`src/rtl/pmps_pkg.sv`:
```
// Constants and types for the power-state controller.
// Assumes a single 50 MHz clock and synchronous comparator inputs.
`default_nettype none

package pmps_pkg;

    // --------------------------------------------------------------
    // Timing
    // --------------------------------------------------------------
    localparam int CLK_NS       = 20;
    localparam int SLOT_TIME_NS = 2000;
    localparam int SLOT_CYC     = (SLOT_TIME_NS + CLK_NS - 1) / CLK_NS;
    localparam int TICK_W       = 7;
    localparam logic [TICK_W-1:0] SLOT_LAST_TICK = TICK_W'(SLOT_CYC - 1);
    localparam int NUM_SLOTS    = 5;
    localparam logic [2:0] FIRST_SLOT = 3'h0;
    localparam logic [2:0] LAST_SLOT  = 3'(NUM_SLOTS - 1);
    localparam int NUM_RAILS    = 8;
    localparam int ARM_W        = 7;
    localparam logic [ARM_W-1:0] PROG_WIN_CYC = 7'h40;
    localparam int CHG_TMR_W    = 24;
    localparam int CHG_TIMEOUT_DEFAULT = 1000000;

    // --------------------------------------------------------------
    // Types
    // --------------------------------------------------------------
    typedef enum logic [2:0] {
        PS_NOPWR   = 3'b000,
        PS_OFF     = 3'b001,
        PS_ON      = 3'b010,
        PS_SLEEP   = 3'b011,
        PS_BACKUP  = 3'b100,
        PS_PROGRAM = 3'b101
    } pmps_state_t;

    typedef enum logic [2:0] {
        SQ_IDLE   = 3'b000,
        SQ_UP     = 3'b001,
        SQ_DOWN   = 3'b010,
        SQ_SLPIN  = 3'b011,
        SQ_SLPOUT = 3'b100
    } pmps_seq_t;

    typedef enum logic [1:0] {
        SRC_BATT = 2'b00,
        SRC_USB  = 2'b01,
        SRC_WALL = 2'b10,
        SRC_NONE = 2'b11
    } pmps_src_t;

    typedef struct packed {
        logic [NUM_RAILS-1:0][2:0] onSlot;
        logic [NUM_RAILS-1:0]      sleepKeep;
        logic                      aonInOff;
    } pmps_cfg_t;

    typedef struct packed {
        logic wallOk;
        logic usbOk;
        logic battOk;
        logic porOk;
        logic rstOk;
        logic sysThrottle;
        logic heavyLoad;
    } pmps_supply_t;

    typedef struct packed {
        logic hostOn;
        logic hostOff;
        logic hostSleep;
        logic hostWake;
        logic watchdog;
        logic progUnlock;
        logic progEnter;
        logic progExit;
    } pmps_cmd_t;

    typedef struct packed {
        logic chgEnable;
        logic battLow;
        logic cvPhase;
        logic currentDone;
    } pmps_chg_in_t;

    typedef struct packed {
        logic charging;
        logic trickle;
        logic throttle;
        logic supplement;
        logic topOff;
        logic done;
    } pmps_chg_out_t;

    typedef struct packed {
        pmps_state_t            mainState;
        pmps_seq_t              seqPh;
        logic [2:0]             slot;
        logic [TICK_W-1:0]      tick;
        logic [NUM_RAILS-1:0]   railEn;
        logic                   aonEn;
        logic                   keepEn;
        logic                   coreEn;
        logic                   sysRstN;
        logic                   funcEn;
        logic                   rtcRun;
        logic                   progActive;
        pmps_src_t              src;
        logic                   btnPrev;
        logic [ARM_W-1:0]       armCnt;
        pmps_chg_out_t          chg;
        logic [CHG_TMR_W-1:0]   chgTmr;
        logic [7:0]             scratch;
    } pmps_regs_t;

    localparam pmps_regs_t REGS_RST = pmps_regs_t'('0);

endpackage

`default_nettype wire

```
`src/rtl/pmps_state_ctrl.sv`:
```
// Power-state controller: states, timeslot sequencing, source and charger.
// Assumes comparator, command and button inputs synchronous to mclk.
//
// Operation
// - Six power states, each own functions.
// - No-power disables everything, loses all state.
// - Off keeps clock and registers, reset low.
// - Off: optional always-on, internal supplies only.
// - On state enables every function.
// - Sequence runs on every sleep entry/exit.
// - Backup: rails off, clock and scratch kept.
// - Unclocked backup option freezes real-time clock.
// - Program state only for one-time memory writes.
// - No-power follows rail versus power-on threshold.
// - Backup follows rail versus device-reset threshold.
// - Program entry/exit needs unlock sequence.
// - Off/on/sleep moves are timed programmable sequences.
// - Host, watchdog or button trigger transitions.
// - Prefer wall, then USB, then battery.
// - Hot-swap sources without interruption.
// - Charger from wall/USB, trickle or fast.
// - Throttle charge current at rail droop.
// - Battery supplements under heavy load.
// - End charge on current or timeout.
// - Five startup and shutdown timeslots.
// - External configuration overrides one-time memory.
`default_nettype none

module pmps_state_ctrl #(
    parameter int CHG_TIMEOUT_CYC = pmps_pkg::CHG_TIMEOUT_DEFAULT
) (
    input  wire logic                   mclk,
    input  wire logic                   rst,
    input  wire pmps_pkg::pmps_supply_t sup,
    input  wire pmps_pkg::pmps_cmd_t    cmd,
    input  wire logic                   pwrBtn_n,
    input  wire pmps_pkg::pmps_cfg_t    otpCfg,
    input  wire pmps_pkg::pmps_cfg_t    extCfg,
    input  wire logic                   extCfgPresent,
    input  wire logic                   unclockedBackup,
    input  wire pmps_pkg::pmps_chg_in_t chgIn,
    input  wire logic                   scratchWr,
    input  wire logic [7:0]             scratchIn,
    output logic [2:0]                  powerState,
    output logic [2:0]                  seqPhase,
    output logic [pmps_pkg::NUM_RAILS-1:0] railEn,
    output logic                        aonRegEn,
    output logic                        keepaliveRegEn,
    output logic                        coreRegEn,
    output logic                        sysRst_n,
    output logic                        funcEn,
    output logic                        rtcRun,
    output logic                        progActive,
    output logic [1:0]                  srcSel,
    output pmps_pkg::pmps_chg_out_t     chgOut,
    output logic [7:0]                  scratchOut
);
    import pmps_pkg::*;

    pmps_regs_t           st;
    pmps_regs_t           next_st;
    pmps_cfg_t            cfgSel;
    logic [NUM_RAILS-1:0] slotHit;
    logic                 btnPress;
    logic                 armed;
    logic                 onReq;
    logic                 offReq;
    logic                 fwd;
    logic                 extSrc;
    logic                 eligible;

    // ----------------------------------------------------------------
    // Configuration select and per-rail slot match
    // ----------------------------------------------------------------
    assign cfgSel   = extCfgPresent ? extCfg : otpCfg;
    assign btnPress = st.btnPrev & ~pwrBtn_n;
    assign armed    = st.armCnt != '0;
    assign onReq    = cmd.hostOn | btnPress;
    assign offReq   = cmd.hostOff | cmd.watchdog;
    assign fwd      = (st.seqPh == SQ_UP) || (st.seqPh == SQ_SLPOUT);

    for (genvar i = 0; i < NUM_RAILS; i++) begin : g_rail
        assign slotHit[i] = cfgSel.onSlot[i] == st.slot;
    end

    // ----------------------------------------------------------------
    // Next-state logic
    // ----------------------------------------------------------------
    always_comb begin
        next_st = st;
        extSrc = 1'b0;
        eligible = 1'b0;
        next_st.btnPrev = pwrBtn_n;
        if (cmd.progUnlock) begin
            next_st.armCnt = PROG_WIN_CYC;
        end else if (armed) begin
            next_st.armCnt = st.armCnt - 1'b1;
        end

        // Source choice is recomputed every cycle so a swap never gaps.
        if (sup.wallOk) begin
            next_st.src = SRC_WALL;
        end else if (sup.usbOk) begin
            next_st.src = SRC_USB;
        end else if (sup.battOk) begin
            next_st.src = SRC_BATT;
        end else begin
            next_st.src = SRC_NONE;
        end

        if (st.seqPh != SQ_IDLE) begin
            if (st.tick == SLOT_LAST_TICK) begin
                next_st.tick = '0;
                unique case (st.seqPh)
                    SQ_UP:     next_st.railEn = st.railEn | slotHit;
                    SQ_DOWN:   next_st.railEn = st.railEn & ~slotHit;
                    SQ_SLPIN:  next_st.railEn = st.railEn & ~(slotHit & ~cfgSel.sleepKeep);
                    SQ_SLPOUT: next_st.railEn = st.railEn | (slotHit & ~cfgSel.sleepKeep);
                    default:   next_st.railEn = st.railEn;
                endcase
                if (fwd ? (st.slot == LAST_SLOT) : (st.slot == FIRST_SLOT)) begin
                    next_st.seqPh = SQ_IDLE;
                    unique case (st.seqPh)
                        SQ_DOWN:  next_st.mainState = PS_OFF;
                        SQ_SLPIN: next_st.mainState = PS_SLEEP;
                        default:  next_st.mainState = PS_ON;
                    endcase
                end else begin
                    next_st.slot = fwd ? st.slot + 1'b1 : st.slot - 1'b1;
                end
            end else begin
                next_st.tick = st.tick + 1'b1;
            end
        end else begin
            unique case (st.mainState)
                PS_NOPWR, PS_BACKUP: next_st.mainState = PS_OFF;
                PS_OFF: begin
                    if (armed && cmd.progEnter) begin
                        next_st.mainState = PS_PROGRAM;
                    end else if (onReq) begin
                        next_st.seqPh = SQ_UP;
                        next_st.slot = FIRST_SLOT;
                    end
                end
                PS_ON: begin
                    if (offReq || btnPress) begin
                        next_st.seqPh = SQ_DOWN;
                        next_st.slot = LAST_SLOT;
                    end else if (cmd.hostSleep) begin
                        next_st.seqPh = SQ_SLPIN;
                        next_st.slot = LAST_SLOT;
                    end
                end
                PS_SLEEP: begin
                    if (offReq) begin
                        next_st.seqPh = SQ_DOWN;
                        next_st.slot = LAST_SLOT;
                    end else if (cmd.hostWake || btnPress) begin
                        next_st.seqPh = SQ_SLPOUT;
                        next_st.slot = FIRST_SLOT;
                    end
                end
                PS_PROGRAM: begin
                    if (armed && cmd.progExit) begin
                        next_st.mainState = PS_OFF;
                    end
                end
            endcase
        end

        // Functions enabled per state.
        next_st.aonEn = cfgSel.aonInOff ||
                        next_st.mainState == PS_ON || next_st.mainState == PS_SLEEP;
        next_st.keepEn = 1'b1;
        next_st.coreEn = 1'b1;
        next_st.sysRstN = (next_st.mainState == PS_ON || next_st.mainState == PS_SLEEP) &&
                          next_st.seqPh != SQ_DOWN;
        next_st.funcEn = next_st.mainState == PS_ON;
        next_st.rtcRun = 1'b1;
        next_st.progActive = next_st.mainState == PS_PROGRAM;
        if (scratchWr) begin
            next_st.scratch = scratchIn;
        end

        // Charger: done and timer first, so a finished charge stops at once.
        extSrc = next_st.src == SRC_WALL || next_st.src == SRC_USB;
        if (!extSrc || !chgIn.chgEnable) begin
            next_st.chg.done = 1'b0;
            next_st.chgTmr = '0;
        end else if (st.chg.charging) begin
            if (chgIn.currentDone || st.chgTmr == CHG_TMR_W'(CHG_TIMEOUT_CYC - 1)) begin
                next_st.chg.done = 1'b1;
            end
            next_st.chgTmr = st.chgTmr + 1'b1;
        end
        eligible = extSrc && chgIn.chgEnable && !next_st.chg.done && sup.battOk;
        next_st.chg.charging = eligible && !sup.heavyLoad;
        next_st.chg.supplement = sup.heavyLoad && sup.battOk;
        next_st.chg.trickle = next_st.chg.charging && chgIn.battLow;
        next_st.chg.throttle = next_st.chg.charging && sup.sysThrottle;
        next_st.chg.topOff = next_st.chg.charging && chgIn.cvPhase;

        // Supply thresholds override everything else.
        if (!sup.porOk) begin
            next_st = REGS_RST;
        end else if (!sup.rstOk) begin
            next_st = REGS_RST;
            next_st.mainState = PS_BACKUP;
            next_st.scratch = st.scratch;
            next_st.rtcRun = !unclockedBackup;
        end
    end

    always_ff @(posedge mclk) begin
        if (rst) begin
            st <= REGS_RST;
        end else begin
            st <= next_st;
        end
    end

    // ----------------------------------------------------------------
    // Outputs
    // ----------------------------------------------------------------
    assign powerState     = st.mainState;
    assign seqPhase       = st.seqPh;
    assign railEn         = st.railEn;
    assign aonRegEn       = st.aonEn;
    assign keepaliveRegEn = st.keepEn;
    assign coreRegEn      = st.coreEn;
    assign sysRst_n       = st.sysRstN;
    assign funcEn         = st.funcEn;
    assign rtcRun         = st.rtcRun;
    assign progActive     = st.progActive;
    assign srcSel         = st.src;
    assign chgOut         = st.chg;
    assign scratchOut     = st.scratch;

    // ----------------------------------------------------------------
    // Assertions
    // ----------------------------------------------------------------
    property p_nopwr;
        @(posedge mclk) disable iff (rst)
        !sup.porOk |=> powerState == PS_NOPWR && railEn == '0 && !rtcRun && scratchOut == 8'h00;
    endproperty
    a_nopwr: assert property (p_nopwr) else $error("no-power not entered");

    property p_backup;
        @(posedge mclk) disable iff (rst)
        sup.porOk && !sup.rstOk |=> powerState == PS_BACKUP && railEn == '0 &&
                                    rtcRun == !$past(unclockedBackup);
    endproperty
    a_backup: assert property (p_backup) else $error("backup state wrong");

    property p_off;
        @(posedge mclk) disable iff (rst)
        powerState == PS_OFF && seqPhase == SQ_IDLE |-> !sysRst_n && railEn == '0 && coreRegEn;
    endproperty
    a_off: assert property (p_off) else $error("off state outputs wrong");

    property p_src;
        @(posedge mclk) disable iff (rst)
        sup.porOk && sup.rstOk && !sup.wallOk && sup.usbOk |=> srcSel == SRC_USB;
    endproperty
    a_src: assert property (p_src) else $error("source preference wrong");

    property p_prog;
        @(posedge mclk) disable iff (rst)
        powerState == PS_PROGRAM && $past(powerState) != PS_PROGRAM |-> $past(cmd.progEnter);
    endproperty
    a_prog: assert property (p_prog) else $error("program entered without command");

    property p_seq;
        @(posedge mclk) disable iff (rst)
        $rose(seqPhase != SQ_IDLE) && sup.porOk && sup.rstOk |-> (seqPhase != SQ_IDLE)[*8];
    endproperty
    a_seq: assert property (p_seq) else $error("sequence ended early");

    property p_heavy;
        @(posedge mclk) disable iff (rst)
        sup.heavyLoad && sup.battOk && sup.porOk && sup.rstOk |=> !chgOut.charging && chgOut.supplement;
    endproperty
    a_heavy: assert property (p_heavy) else $error("no battery supplement");

    property p_done;
        @(posedge mclk) disable iff (rst)
        chgOut.charging && chgIn.currentDone && chgIn.chgEnable && sup.porOk && sup.rstOk &&
        (sup.wallOk || sup.usbOk) |=> chgOut.done && !chgOut.charging;
    endproperty
    a_done: assert property (p_done) else $error("charge not terminated");

    property p_throttle;
        @(posedge mclk) disable iff (rst)
        chgOut.throttle |-> chgOut.charging && $past(sup.sysThrottle);
    endproperty
    a_throttle: assert property (p_throttle) else $error("throttle without droop");

endmodule // pmps_state_ctrl

`default_nettype wire

```
`config.mk`:
```
export PLATFORM = sky130hd
export DESIGN_NAME = pmps_state_ctrl
export DESIGN_NICKNAME = d
export VERILOG_FILES = /design/src/rtl/pmps_pkg.sv /design/src/rtl/pmps_state_ctrl.sv
export SDC_FILE = /design/constraint.sdc
export NUM_CORES = 1
export LEC_CHECK = 0
export BUFFER_PORTS_ARGS = -buffer_cell sky130_fd_sc_hd__buf_2
export CORE_MARGIN = 2
export CORE_UTILIZATION = 47
export DETAILED_ROUTE_END_ITERATION = 8
export PLACE_DENSITY = 0.77
export SYNTH_ARGS = -nofsm -noshare
export SYNTH_HDL_FRONTEND = slang
export SYNTH_SLANG_ARGS = --single-unit
```
`constraint.sdc`:
```
create_clock -name mclk -period 2.1 [get_ports mclk]
set_input_delay 0.105 -clock mclk [delete_from_list [all_inputs] [get_ports mclk]]
set_output_delay 0.105 -clock mclk [all_outputs]
set_load 0.03 [all_outputs]
```
==> impl_metrics.yaml <==
setup_path:
  cp_top_family: "simple AND/OR/NAND/NOR gates"
  criticalPathCategory: "flop to flop"
  reg2reg_to: "sysRst_n$_SDFF_PP0_"
  cp-end-kind: "flop"
  required_ns: 2.34
  startpoint_type: "flop"
  arrival_ns: 2.36
  crit_path_max_fanout: 5
  cp_num_cells: 5
  cp-startpoint: "st[67]$_SDFFE_PP0N_"
  regToRegStartpoint: "st[67]$_SDFFE_PP0N_"
  path_buf_inv: 0
  ff2ff_path_depth: 5
  timing.reg2reg.setup_slack_ns: -0.02
  slowest_delay_ns: 0.56
  path_cells: "or4b_4, nor2_4, or3b_4, a211o_1, o311a_1"
  crit_end: "sysRst_n$_SDFF_PP0_"
  slowest_stage: "or4b_4"
yosys:
  syn_area_um2: 4367
  syn_area_per_cell_um2: 8.512
  synthTopCellsByArea: "dfxtp_1 (36%), xnor2_1 (8.0%), mux2i_1 (6.9%)"
  yosysTopAreaCell: "dfxtp_1"
  yosys_warnings: 0
  synth_ff_type: "dfxtp_1"
  synth_cell_types: 57
  synth_seq_cells: 78
  yosysTopAreaCellShare: 0.3576
  synthArstFlopShare: 0
  synth_edf_count: 0
  synthCells: 513
  syn_nets: 616
  yosysSeqAreaShare: 0.3576
final_layout:
  drive_gt1_frac: 0.3124
  nets: 751
  layout_commonest_cell: "buf_2"
  area_growth_pct: 25.93
  seq_area_um2: 1563
  layout_common_cells: "buf_2 (135), dfxtp_1 (77), nor2_1 (48), xnor2_1 (40), nand2_1 (33)"
  antenna_cells: 0
  multi_input_area_um2: 2507
  fin_cells: 764
  stdcell_area_um2: 5499
  fillCellCount: 771
global_routing:
  grt_max_degree: 34
  first_global_vias: 4023
  grt_util_all_layers: 0.2227
  grt_pass1_wl_mm: 18.18
  antenna_found_initial: 0
  grt_overflow: 0
drt:
  first_iter_violations: 260
  antenna_left: 0
  wirelength_mm: 11.24
  routedWlPerCell_um: 14.71
  via_per_inst: 5.448
  via_count: 4162
  drc_errors: 0
  drt_pass1_iterations: 5
clock_network:
  h-tree-depth: 3
  cts_sinks: 78
  clockBufferDepth: 2
  cts_tree: "built"
  cts_inserted_buffers: 9
  clock-root-buffer: "clkbuf_8"
  clkLatencyLatePin_ns: 0.35
  clk_pin_slew_ns: 0.09
placement:
  dp_hpwl_mm: 8.523
  gp_congestion: 0.9342
  dpl.cell_count: 729
  io_buffers: 135
  place_area_um2: 5055
die:
  ios: 136
  die_y_um: 100.4
  dieArea_um2: 10080
  initial_utilization: 0.4794
  core-area_um2: 9109
  rows: 35
  die_w_um: 100.4
power_and_ir_drop:
  finalPower_uw: 2962
  p_per_area_nw_per_um2: 538.6
  vdd_drop_max_mv: 0.3551
  p_leak_uw: 0.002272
sta:
  tightest_slew_ns: 0.6249
  period_needed_ns: 2.119
  finalMaxSlewViolations: 0
  rsz0062_at_grt: "true"
  post-route-period-util: 1.009
  slew_headroom: 0.5775
  clock_skew_ns: 0.007919
  clock.fmax_ghz: 0.4719
  hold_viol_final: 0
  setup_viol: 1
  setup_slack_ns: -0.01905
outcome:
  status: "finished, violations left"
  failed_checks: "negative setup slack"
run:
  drv_cap: 0
worst_hold_path:
  hold_path.class: "primary input to flop"
-- power breakdown --
group,switching [uW],leakage [uW],internal [uW]
logic,162,0.00155,177
clock network,576,0.0000879,550
registers,9.27,0.000630,1490
-- metrics by stage --
stage               hold slack (ns)  worst slack [ns]   TNS (ns)  utilization
floorplan                    0.1824           0.02809          0            -
global placement             0.2931           0.01358          0       0.5549
detailed placement           0.2954          -0.04514   -0.09719       0.5549
CTS                         0.01299         -0.004447  -0.004447       0.5996
global route                0.02887          -0.06656    -0.1555       0.6037
finish                      0.02623          -0.01905   -0.01905       0.6037
-- per-layer routing --
layer  vias to the layer above  GRT usage  share of wire
met4                         0    0.06744          0.019
met3                        19    0.06407          0.071
li1                       2047          -              -
met5                         -          0              0
met2                       139     0.3893           0.49
met1                      1957     0.2642           0.42
-- worst min path at each step --
stage,from,end,slack [ns],cells after the start
after global routing,sup[4],chgOut[2]$_SDFF_PP0_,0.03,2
after floorplan,cmd[2],st[38]$_SDFFE_PP0N_,0.18,1
after global placement,unclockedBackup,rtcRun$_SDFF_PP0_,0.29,2
after detailed placement,unclockedBackup,rtcRun$_SDFF_PP0_,0.30,2
final,sup[4],chgOut[2]$_SDFF_PP0_,0.03,2
after CTS,sup[4],chgOut[2]$_SDFF_PP0_,0.01,2
-- cells in the mapped netlist, types with 3 or more instances --
library cell and number:
or3_1 8, a21oi_1 32, nor2_1 48, inv_1 13
nor3_1 22, buf_1 4, or2_2 3, a21o_1 3
nand3_1 18, nand4_1 10, nor2b_1 5, clkbuf_1 17
xor2_1 13, nand2_1 34, buf_4 31, xnor2_1 40
and4_1 4, and2_1 9, ha_1 3, nor4_1 5
and3_1 4, a211oi_1 8, mux2i_1 30, o21ai_0 18
a31oi_1 7, dfxtp_1 78, o31ai_1 3, mux2_2 7
nor4b_1 4
-- flip-flops by register name, indices dropped and copies added (netlist names) --
signal and count:
progActive 1, powerState 3, funcEn 1, keepaliveRegEn 1
rtcRun 1, scratchOut 8, chgOut 6, srcSel 2
st 42, seqPhase 3, railEn 8, aonRegEn 1
sysRst_n 1
-- final cells by class --
| class | instances | area share |
|---|---|---|
| Multi-Input combinational cell | 369 | 0.4560 |
| Clock inverter | 7 | 0.01342 |
| Timing Repair Buffer | 177 | 0.1898 |
| Inverter | 13 | 0.008874 |
| Tap cell | 111 | 0.02526 |
| Clock buffer | 9 | 0.02253 |
| Sequential cell | 78 | 0.2842 |
-- logic make-up (layout without fill, tap and decap cells) --
kind of cell               after synthesis  count (layout)  share of synthesized area
buffers and inverters                   66             206                    0.08367
xor gates and xnor gates                54              54                     0.1115
muxes                                   37              37                    0.08682
adders and majority gates                4               4                    0.01318
and+or+nand+nor                        187             187                     0.2238
AOI/OAI and AO/OA                       87              87                     0.1235
DFF                                     78              78                     0.3576
-- timing repair --
action | 4_1_cts | 5_1_grt
endpoints found under the setup margin | 3 | 9
setup buffers | 2 | 1
pin swaps | 3 | 7
hold buffers | 16 | 0
resized for setup | 5 | 8
endpoints found under the hold margin | 18 | 0
Note: power is estimated with default switching activity, not from simulation.
